==> src/logic/exec_slice_map.vh <==
// Purpose: Opcodes, field positions, phase codes and constants for the execution slice
// Assumes: 16-bit instruction words, 8-bit data path
// Notes:   Definitions only
`ifndef EXEC_SLICE_MAP_VH
`define EXEC_SLICE_MAP_VH

// Upper-byte opcode patterns (d bit at position 8 masked where present)
`define OP_INC_REG        8'h14
`define OP_INC_SKIP_Z     8'h1E
`define OP_INC_SKIP_NZ    8'h24
`define OP_OR_LIT         8'hB3
`define OP_OR_REG         8'h08
`define OP_LONG_CALL      8'hB7
`define OP_COPY_PERIPH    3'h3
`define OP_MASK_D         8'hFE

// Field positions
`define HI_MSB            15
`define HI_LSB            8
`define LO_MSB            7
`define LO_LSB            0
`define D_BIT             8
`define P_MSB             12
`define P_LSB             8
`define TOP3_MSB          15
`define TOP3_LSB          13

// Phase codes, one instruction cycle spans all four
`define PH_DECODE         2'h0
`define PH_READ           2'h1
`define PH_PROCESS        2'h2
`define PH_WRITE          2'h3

// Status vector layout
`define ST_CARRY          0
`define ST_NIBBLE         1
`define ST_ZERO           2
`define ST_SIGNED         3

// Constants
`define BYTE_ZERO         8'h00
`define BYTE_ONE          8'h01
`define WORD_ONE          16'h0001
`define NIB_ONE           5'h01
`define ACC_ADDR          8'h0A
`define PERIPH_PAD        3'h0
`define STATUS_RESET      4'h0

`endif

==> src/logic/phase_counter.v <==
// Purpose: Four-phase sequencer for one instruction cycle
// Assumes: Single clock, asynchronous active-high reset
// Notes:   Wraps from write phase back to decode
`timescale 1ns/10ps
`include "exec_slice_map.vh"

module phase_counter (
  // Clock and reset
  input  wire       clk_in,
  input  wire       reset_in,
  // Phase
  output reg  [1:0] phase_out,
  output wire       last_out
);

  assign last_out = (phase_out == `PH_WRITE);

  always @(posedge clk_in or posedge reset_in) begin
    if (reset_in) begin
      phase_out <= `PH_DECODE;
    end else begin
      phase_out <= phase_out + 2'h1;
    end
  end

endmodule

==> src/logic/incr_or_call_move_exec.v <==
// Purpose: Executes increment, OR, long call and copy-to-peripheral instructions
// Assumes: Memory read data valid in the same clock as the read strobe
// Notes:   Other opcodes pass as no-ops; the core handles them elsewhere
`timescale 1ns/10ps
`include "exec_slice_map.vh"

// Contract
// - increment_reg adds one to f, writes acc or f, updates four flags.
// - increment_skip_zero writes result, keeps flags, flushes next word on zero.
// - increment_skip_nonzero writes result, keeps flags, flushes next on non-zero.
// - or_literal_acc ORs literal into accumulator and sets zero flag, one cycle.
// - or_acc_reg ORs accumulator with f into acc or f, sets zero flag.
// - Long call pushes program counter plus one before loading target.
// - Call target is latch byte high and literal byte low.
// - Long call takes two cycles, second is idle, flags untouched.
// - Copy f into peripheral p in one cycle, no flags changed.
// - Accumulator selected as source or destination behaves as ordinary register.
// - Both copy operands may resolve through indirect addressing.
module incr_or_call_move_exec (
  // Clock and reset
  input  wire        clk_in,
  input  wire        reset_in,
  // Fetched instruction and program counter
  input  wire [15:0] instr_in,
  input  wire [15:0] pc_in,
  input  wire [7:0]  upper_pc_holding_latch_in,
  // Indirect address resolution from the core
  input  wire        src_indirect_in,
  input  wire [7:0]  src_indirect_addr_in,
  input  wire        dst_indirect_in,
  input  wire [7:0]  dst_indirect_addr_in,
  // Data memory
  output reg  [7:0]  mem_addr_out,
  output reg         mem_read_out,
  output reg         mem_write_out,
  output reg  [7:0]  mem_wdata_out,
  input  wire [7:0]  mem_rdata_in,
  // Accumulator and flags
  input  wire [7:0]  working_accumulator_in,
  output reg         acc_write_out,
  output reg  [7:0]  acc_wdata_out,
  output reg  [3:0]  status_out,
  // Program counter and stack
  output reg         stack_push_out,
  output reg  [15:0] stack_top_entry_out,
  output reg         pc_load_out,
  output reg  [15:0] pc_target_out,
  // Sequencing
  output wire [1:0]  phase_out,
  output reg         flush_out,
  output wire        cycle_end_out
);

  wire [1:0] phase;
  wire       last;
  reg        skip_cycle;
  reg  [7:0] opr_a;
  reg  [7:0] result;
  reg        res_c;
  reg        res_dc;
  reg        res_ov;
  reg  [7:0] dst_addr;
  reg        dst_acc;
  reg  [7:0] next_opr;
  reg  [7:0] next_dst_addr;
  reg        next_dst_acc;
  reg  [3:0] next_status;
  reg        take_skip;
  // Write-phase decisions
  reg        next_flush;
  reg        next_mem_write;
  reg        next_acc_write;
  reg        next_arith_flags;
  reg        next_zero_flag;
  reg        next_call;

  wire [7:0] hi       = instr_in[`HI_MSB:`HI_LSB];
  wire [7:0] lo       = instr_in[`LO_MSB:`LO_LSB];
  wire [7:0] hi_nod   = hi & `OP_MASK_D;
  wire       d_bit    = instr_in[`D_BIT];
  wire       is_inc   = (hi_nod == `OP_INC_REG);
  wire       is_isz   = (hi_nod == `OP_INC_SKIP_Z);
  wire       is_isnz  = (hi_nod == `OP_INC_SKIP_NZ);
  wire       is_orl   = (hi == `OP_OR_LIT);
  wire       is_orr   = (hi_nod == `OP_OR_REG);
  wire       is_call  = (hi == `OP_LONG_CALL);
  wire       is_copy  = (instr_in[`TOP3_MSB:`TOP3_LSB] == `OP_COPY_PERIPH);
  wire       any_inc  = is_inc | is_isz | is_isnz;
  wire       reads_f  = any_inc | is_orr | is_copy;
  wire [7:0] src_addr = src_indirect_in ? src_indirect_addr_in : lo;
  wire [7:0] p_addr   = {`PERIPH_PAD, instr_in[`P_MSB:`P_LSB]};
  wire [8:0] inc_sum  = {1'b0, opr_a} + {1'b0, `BYTE_ONE};
  wire [4:0] nib_sum  = {1'b0, opr_a[3:0]} + `NIB_ONE;
  wire       src_is_acc  = is_copy & ~src_indirect_in & (lo == `ACC_ADDR);
  wire       result_zero = (result == `BYTE_ZERO);
  // Phase strobes; a flushed cycle clears live for all four phases
  wire       in_decode   = (phase == `PH_DECODE);
  wire       in_process  = (phase == `PH_PROCESS);
  wire       in_write    = (phase == `PH_WRITE);
  wire       live        = ~skip_cycle;

  phase_counter u_phase (
    .clk_in    (clk_in),
    .reset_in  (reset_in),
    .phase_out (phase),
    .last_out  (last)
  );

  assign phase_out     = phase;
  assign cycle_end_out = last;

  // Process-phase arithmetic, combinational from the captured operand
  always @* begin
    result = opr_a;
    res_c  = 1'b0;
    res_dc = 1'b0;
    res_ov = 1'b0;
    if (any_inc) begin
      result = inc_sum[7:0];
      res_c  = inc_sum[8];
      res_dc = nib_sum[4];
      res_ov = ~opr_a[7] & inc_sum[7]; // Only 7F to 80 overflows
    end else if (is_orl) begin
      result = working_accumulator_in | lo;
    end else if (is_orr) begin
      result = working_accumulator_in | opr_a;
    end
  end

  // Source operand: the accumulator is read live, memory holds no copy of it
  always @* begin
    next_opr = mem_rdata_in;
    if (src_is_acc) begin
      next_opr = working_accumulator_in;
    end
  end

  // Destination chosen at decode; a copy may land in the accumulator or an indirect target
  always @* begin
    next_dst_addr = src_addr;
    next_dst_acc  = ~d_bit;
    if (is_copy) begin
      if (dst_indirect_in) begin
        next_dst_addr = dst_indirect_addr_in;
        next_dst_acc  = 1'b0;
      end else begin
        next_dst_addr = p_addr;
        next_dst_acc  = (p_addr == `ACC_ADDR);
      end
    end
  end

  // Skip is judged on the value being written, not on the operand read
  always @* begin
    take_skip = 1'b0;
    if (is_isz) begin
      take_skip = result_zero;
    end
    if (is_isnz) begin
      take_skip = ~result_zero;
    end
  end

  // Write-phase decisions; a flushed cycle forces every one of them low
  always @* begin
    next_mem_write   = 1'b0;
    next_acc_write   = 1'b0;
    next_arith_flags = 1'b0;
    next_zero_flag   = 1'b0;
    next_call        = 1'b0;
    next_flush       = 1'b0;
    if (live) begin
      if (any_inc || is_orr || is_copy) begin
        next_mem_write = ~dst_acc;
        next_acc_write = dst_acc;
      end
      if (is_orl) begin
        next_acc_write = 1'b1;
      end
      if (is_inc) begin
        next_arith_flags = 1'b1;
      end
      if (is_inc || is_orl || is_orr) begin
        next_zero_flag = 1'b1;
      end
      if (is_call) begin
        next_call  = 1'b1;
        next_flush = 1'b1;
      end
      if (take_skip) begin
        next_flush = 1'b1;
      end
    end
  end

  // Next flag vector; only the write phase of a live cycle may move it
  always @* begin
    next_status = status_out;
    if (in_write && next_arith_flags) begin
      next_status[`ST_CARRY]  = res_c;
      next_status[`ST_NIBBLE] = res_dc;
      next_status[`ST_SIGNED] = res_ov;
    end
    if (in_write && next_zero_flag) begin
      next_status[`ST_ZERO] = result_zero;
    end
  end

  // A flush spans the four phases after the decision, so the core sees one idle cycle
  always @(posedge clk_in or posedge reset_in) begin
    if (reset_in) begin
      skip_cycle <= 1'b0;
      flush_out  <= 1'b0;
    end else if (in_write) begin
      skip_cycle <= next_flush;
      flush_out  <= next_flush;
    end
  end

  // Operand and destination capture
  always @(posedge clk_in or posedge reset_in) begin
    if (reset_in) begin
      opr_a    <= `BYTE_ZERO;
      dst_addr <= `BYTE_ZERO;
      dst_acc  <= 1'b0;
    end else begin
      case (phase)
        `PH_DECODE: begin
          dst_addr <= next_dst_addr;
          dst_acc  <= next_dst_acc;
        end
        `PH_READ: begin
          if (live) begin
            opr_a <= next_opr;
          end
        end
        default: begin
          opr_a <= opr_a;
        end
      endcase
    end
  end

  // Data memory port: read strobe in the read phase, write strobe after the write phase
  always @(posedge clk_in or posedge reset_in) begin
    if (reset_in) begin
      mem_addr_out  <= `BYTE_ZERO;
      mem_read_out  <= 1'b0;
      mem_write_out <= 1'b0;
      mem_wdata_out <= `BYTE_ZERO;
    end else begin
      mem_read_out  <= in_decode & live & reads_f;
      mem_write_out <= in_write & next_mem_write;
      if (in_decode && live && reads_f) begin
        mem_addr_out <= src_addr;
      end
      if (in_write && next_mem_write) begin
        mem_addr_out  <= dst_addr;
        mem_wdata_out <= result;
      end
    end
  end

  // Accumulator port
  always @(posedge clk_in or posedge reset_in) begin
    if (reset_in) begin
      acc_write_out <= 1'b0;
      acc_wdata_out <= `BYTE_ZERO;
    end else begin
      acc_write_out <= in_write & next_acc_write;
      if (in_write && next_acc_write) begin
        acc_wdata_out <= result;
      end
    end
  end

  // Flag register
  always @(posedge clk_in or posedge reset_in) begin
    if (reset_in) begin
      status_out <= `STATUS_RESET;
    end else begin
      status_out <= next_status;
    end
  end

  // Return address lands on the stack a phase before the target load
  always @(posedge clk_in or posedge reset_in) begin
    if (reset_in) begin
      stack_push_out      <= 1'b0;
      stack_top_entry_out <= `WORD_ONE;
      pc_load_out         <= 1'b0;
      pc_target_out       <= `WORD_ONE;
    end else begin
      stack_push_out <= in_process & live & is_call;
      pc_load_out    <= in_write & next_call;
      if (in_process && live && is_call) begin
        stack_top_entry_out <= pc_in + `WORD_ONE;
      end
      if (in_write && next_call) begin
        pc_target_out <= {upper_pc_holding_latch_in, lo};
      end
    end
  end

endmodule

==> config.mk <==
export PLATFORM = sky130hd
export DESIGN_NAME = incr_or_call_move_exec
export DESIGN_NICKNAME = d
export VERILOG_FILES = /design/src/logic/phase_counter.v /design/src/logic/incr_or_call_move_exec.v
export VERILOG_INCLUDE_DIRS = /design/src /design/src/logic
export SDC_FILE = /design/constraint.sdc
export NUM_CORES = 1
export LEC_CHECK = 0
export ABC_AREA = 1
export ABC_CLOCK_PERIOD_IN_PS = 7820
export BUFFER_PORTS_ARGS = -buffer_cell sky130_fd_sc_hd__buf_2
export CAP_MARGIN = 20
export CORE_MARGIN = 5
export CORE_UTILIZATION = 35
export CTS_CLUSTER_DIAMETER = 150
export DETAILED_ROUTE_END_ITERATION = 7
export GPL_TIMING_DRIVEN = 1
export SYNTH_ARGS = -nofsm -noshare
export SYNTH_HDL_FRONTEND = slang
export SYNTH_SLANG_ARGS = --single-unit
export TNS_END_PERCENT = 10
==> constraint.sdc <==
create_clock -name clk_in -period 7.82 [get_ports clk_in]
set_clock_uncertainty 0.05 [all_clocks]
set_input_delay 2.346 -clock clk_in [delete_from_list [all_inputs] [get_ports clk_in]]
set_output_delay 2.346 -clock clk_in [all_outputs]
set_load 0.05 [all_outputs]
### Word-level counts from Yosys, hierarchy flattened

Cells that the tools add are included.

| word-level totals | value |
|---|---|
| bits of input ports | 76 |
| output and inout port bits | 69 |
| bits in registers | 85 |

| operators by class | value |
|---|---|
| $add $sub $neg | 4 |
| eq/ne operators | 12 |
| multiplexer cells | 29 |
| reduce and logical (&&, ||, !) cells | 17 |
| bitwise operators | 22 |

Operators with widths:

| operator | count |
|---|---|
| $mux 8 | 9 |
| $mux 1 | 20 |
| $add 16x1->16 const B | 1 |
| $eq 8x8->1 const B | 2 |
| $or 8x8->8 | 2 |
| $eq 7x4->1 const B | 2 |
| $and 1x1->1 | 10 |
| $add 8x1->9 const B | 1 |
| $logic_and 1x1->1 | 9 |
| $eq 8x4->1 const B | 1 |
| $logic_not 8->1 | 1 |
| $eq 7x3->1 const B | 1 |
| $eq 7x5->1 const B | 1 |
| $not 1->1 | 6 |
| $add 4x1->5 const B | 1 |
| $eq 5x4->1 const B | 1 |
| $eq 2x2->1 const B | 2 |
| $logic_or 1x1->1 | 4 |
| $or 1x1->1 | 4 |
| $eq 3x2->1 const B | 1 |
| $add 2x1->2 const B | 1 |
| $eq 2x1->1 const B | 1 |
| $logic_not 2->1 | 1 |
| $reduce_and 2->1 | 1 |
| $reduce_bool 2->1 | 1 |

### Longest topological paths before layout

| depth | value |
|---|---|
| depth in word-level cells | 9 |
| depth in mapped cells | 16 |
| depth with buffers taken out | 16 |

### Cells and area by module

From an unflattened synthesis, not the netlist that was laid out.

| second synthesis, totals | value |
|---|---|
| cells, all modules | 590 |
| area, all modules | 4538.1 um^2 |

By module, submodules not included:

| module | seq. area each (um^2) | area each (um^2) | times used | cells an instance |
|---|---|---|---|---|
| incr_or_call_move_exec | 2079.5 | 4468.0 | 1 | 585 |
| phase_counter | 50.0 | 70.1 | 1 | 5 |

### Worst setup path after synthesis

Ideal clock, no wire load.

| timing path | value |
|---|---|
| path type | in2reg |
| start | in pc_in[0] |
| end | reg stack_top_entry_out[12] |
| library setup time | 0.118 ns |
| stages | 11 |
| required time | 7.652 ns |
| path buffers | 0 |
| slack | 4.036 ns |
| arrival time | 3.617 ns |
| cells stage by stage | ha_1 nand3_1 nor3b_1 nand2_1 inv_1 nand3_1 nor3_1 nand2_1 xnor2_1 nand2_1 nand2_1 |

| between the ends | value |
|---|---|
| word-level cells in the longest chain between the ends | 1 |

RTL lines:

| item | line | RTL |
|---|---|---|
| from (decl) | incr_or_call_move_exec.v:25 | `input wire [15:0] pc_in,` |
| $add 16x1->16 (no line) | n/a |  |
| to (signal assigned) | incr_or_call_move_exec.v:290 | `` stack_top_entry_out <= `WORD_ONE; `` |
| to (signal assigned) | incr_or_call_move_exec.v:297 | `` stack_top_entry_out <= pc_in + `WORD_ONE; `` |
| to (decl) | incr_or_call_move_exec.v:45 | `output reg [15:0] stack_top_entry_out,` |

No other way between the ends.
A chain may end at the register's enable or synchronous reset.

### Worst setup path after layout

| timing path | value |
|---|---|
| start | in instr_in[13] |
| end | reg mem_addr_out[2] |

| between the ends | value |
|---|---|
| word-level cells in the longest chain between the ends | 9 |

RTL lines:

| item | line | RTL |
|---|---|---|
| from (decl) | incr_or_call_move_exec.v:24 | `input wire [15:0] instr_in,` |
| $eq 7x4->1 (no line) | n/a |  |
| $or 1x1->1 (2 in series) | incr_or_call_move_exec.v:88 | `wire any_inc = is_inc \| is_isz \| is_isnz;` |
| $logic_or 1x1->1 (2 in series) | incr_or_call_move_exec.v:173 | `if (any_inc \|\| is_orr \|\| is_copy) begin` |
| $mux 1 | incr_or_call_move_exec.v:173 |  |
| $mux 1 | incr_or_call_move_exec.v:172 | `if (live) begin` |
| $logic_and 1x1->1 | incr_or_call_move_exec.v:257 | `if (in_write && next_mem_write) begin` |
| $mux 8 / $reduce_bool 2->1 (equally long branches) | n/a |  |
| to (signal assigned) | incr_or_call_move_exec.v:247 | `` mem_addr_out <= `BYTE_ZERO; `` |
| to (signal assigned) | incr_or_call_move_exec.v:255 | `mem_addr_out <= src_addr;` |
| to (signal assigned) | incr_or_call_move_exec.v:258 | `mem_addr_out <= dst_addr;` |
| to (decl) | incr_or_call_move_exec.v:33 | `output reg [7:0] mem_addr_out,` |

Several ways; a longest one is shown, not always the timed one.

==> metrics.cfg <==
[outcome]
outcome = finished, final reports clean

[synth]
synth_cells = 589
synthFlopType = dfrtp_1
synth_top_cell_area_share_pct = 44.13
netlist_area_um2 = 4707
synthesis.nets = 672
synth_cell_types = 47
syn_avg_cell_area_um2 = 7.992
synth_common_cells = nand2_1, dfrtp_1, nor2_1
async_reset_ff_share_pct = 100.0
synth.area.top_cells = dfrtp_1, nand2_1, nor2_1
synth_warnings = 0
yosysSeqAreaShare_pct = 45.24
synth_top_cell_by_area = dfrtp_1
synth-edff-count = 0
yosys_register_bits = 85
yosysMostFrequentCell = nand2_1

[sta]
tightestPinTransition_ns = 0.9771
rsz0062_at_grt = no
slew_violations = 0
fmax_ghz = 0.2364
whs_ns = 0.4237
finalSetupTns_ns = 0
hold_viol = 0
setup_violations = 0
finalCritPeriodShare_pct = 54.09
min_period_ns = 4.230
slew-limit-headroom_pct = 34.62

[global_route]
antenna_found_initial = 0
grt-ovfl-total = 0
grt_pass1_vias = 4416
grt_pass1_wl_um = 22650
grt.total_usage_pct = 17.54
grt_max_degree = 86

[cts]
cts_tree = built
path_clk_slew_ns = 0.07
clock_path_buffers = 2
cts_resized = 0
root_buffer = clkbuf_16
cts.sinks = 85
postCtsHoldBufs = 0
cts_made_buffers = 9
htree_levels = 3
clock_latency_ns = 0.33
post_cts_buffers = 0

[worst_setup_path]
crit_end = mem_addr_out[2]
criticalPathCategory = in -> reg
reg2regPathDepth = 7
crit_path_start_kind = input port
reg2reg_to = mem_addr_out[2]
cp-startpoint = instr_in[13]
rrSetupSlack_ns = 5.37
required_ns = 8.04
critPathArrivalTime_ns = 4.45
path_max_fanout = 11
crit_path_end_kind = register
reg2reg_from = u_phase.phase_out[0]

[cells_and_area]
fin_area_um2 = 5833
fin_nets = 813
area_growth_syn_to_layout_pct = 23.92
drive_above_1_share_pct = 28.16
antenna_cells = 0

[detailed_routing]
drc_errors = 0
highest_layer = met4
wl_per_cell_um = 15.13
drtPass1Iterations = 5
met3WireLength_um = 965
routed_via_density = 4.852
drt-total-wl_um = 13780
drt-initial-drc-count = 324
ant_nets = 0
wl_met1_um = 6444
wl_met2_um = 6057
vias = 4420

[placement]
routabilityCongestion = 0.9317
placed_cell_area_um2 = 5527
hpwl_um = 10860
port_buffers = 144

[hold_path]
whs_path_depth = 2
hp-class = reg -> reg

[floorplan]
pin_count = 145
num_rows = 42
fp.dieArea_um2 = 15870
die_w_um = 126.0
initial_core_util_pct = 35.69
die_y_um = 126.0
core-area_um2 = 13190

[pwr]
total_leakage_power_uw = 0.003172
vdd_ir_drop_max_v = 0.0001024
power_density_nw_per_um2 = 203.7
total_power_uw = 1188

[run]
maxCapViolations = 0

-- routing by layer --
metal,up-vias,track usage (%)
li1,2191,-
met1,2036,24.38
met2,172,27.04
met3,21,4.107
met4,0,5.868
met5,-,0
-- worst min path at each step --
stage / slack, ns / start / to
final: 0.42 / pc_target_out[11] / pc_target_out[11]
after global routing: 0.45 / pc_target_out[4] / pc_target_out[4]
after CTS: 0.43 / pc_target_out[13] / pc_target_out[13]
after detailed placement: 0.41 / pc_target_out[11] / pc_target_out[11]
after global placement: 0.40 / pc_target_out[9] / pc_target_out[9]
after floorplan: 0.44 / dst_acc / dst_acc
-- cells by family (layout without fill, tap and decap cells) --
| family | Yosys count | after routing | share of synthesized area (%) |
|---|---|---|---|
| AO/OA/AOI/OAI | 105 | 105 | 13.80 |
| XOR/XNOR | 11 | 11 | 2.047 |
| adder cells (fa/ha/maj) | 7 | 7 | 1.861 |
| buffers and inverters | 94 | 240 | 9.091 |
| flip-flops | 85 | 85 | 45.24 |
| multiplexers | 3 | 3 | 0.6645 |
| AND/OR/NAND/NOR | 284 | 284 | 27.30 |
-- placed cells by master (no fill, tap or decap), types with 3 or more instances in the layout --
master / synthesis / routed
nor2_4: 3 / 3
o22a_1: 8 / 8
inv_1: 69 / 68
a311oi_1: 3 / 3
nand2_2: 4 / 4
nor3_4: 3 / 3
buf_2: 2 / 144
nor2_2: 8 / 8
clkinv_4: 0 / 3
nand3_1: 31 / 31
o21ai_1: 5 / 5
ha_1: 7 / 7
nand4_1: 4 / 4
nor2_1: 78 / 78
nor4_1: 4 / 4
inv_2: 7 / 7
o21ai_2: 6 / 6
o31ai_1: 5 / 5
o21ai_0: 38 / 38
dfrtp_1: 83 / 83
xor2_1: 8 / 8
xnor2_1: 3 / 3
nand2_1: 135 / 135
o211ai_1: 9 / 9
clkbuf_16: 0 / 9
a21oi_1: 26 / 26
-- cell type report --
type                    instances  area, µm²
clock buffers                  10      239.0
inverters                      78      299.0
fillers                      1377       7357
clock inverters                 6      47.55
multi-input cells             410       2150
flip-flops and latches         85       2130
well taps                     176      220.2
repair buffers                146      748.2
-- stage by stage --
step                worst slack, ns  cells  utilization, %
finish                        3.590    911           44.22
global route                  3.387    911           44.22
CTS                           3.620    910           44.07
detailed placement            3.252    894           41.90
global placement              3.428    894           41.90
floorplan                     3.234    589               -
-- flip-flops by register name, indices dropped and copies added (netlist names), 4 cells and up --
name / count
mem_wdata_out: 8
dst_addr: 8
acc_wdata_out: 8
pc_target_out: 16
opr_a: 8
stack_top_entry_out: 16
mem_addr_out: 8
status_out: 4
-- power by group --
part	switching, µW	internal (µW)
Sequential	24.0	479
Combinational	207	72.5
Clock	180	226
-- critical path, stage by stage --
cell and delay (ns):
buf_2 0.10, inv_1 0.07, nor3_4 0.36, inv_2 0.18
nand2_2 0.14, nor2_4 0.06, nor3_2 0.62, or2_1 0.39
o22a_1 0.20
(Power assumes the default switching activity.)
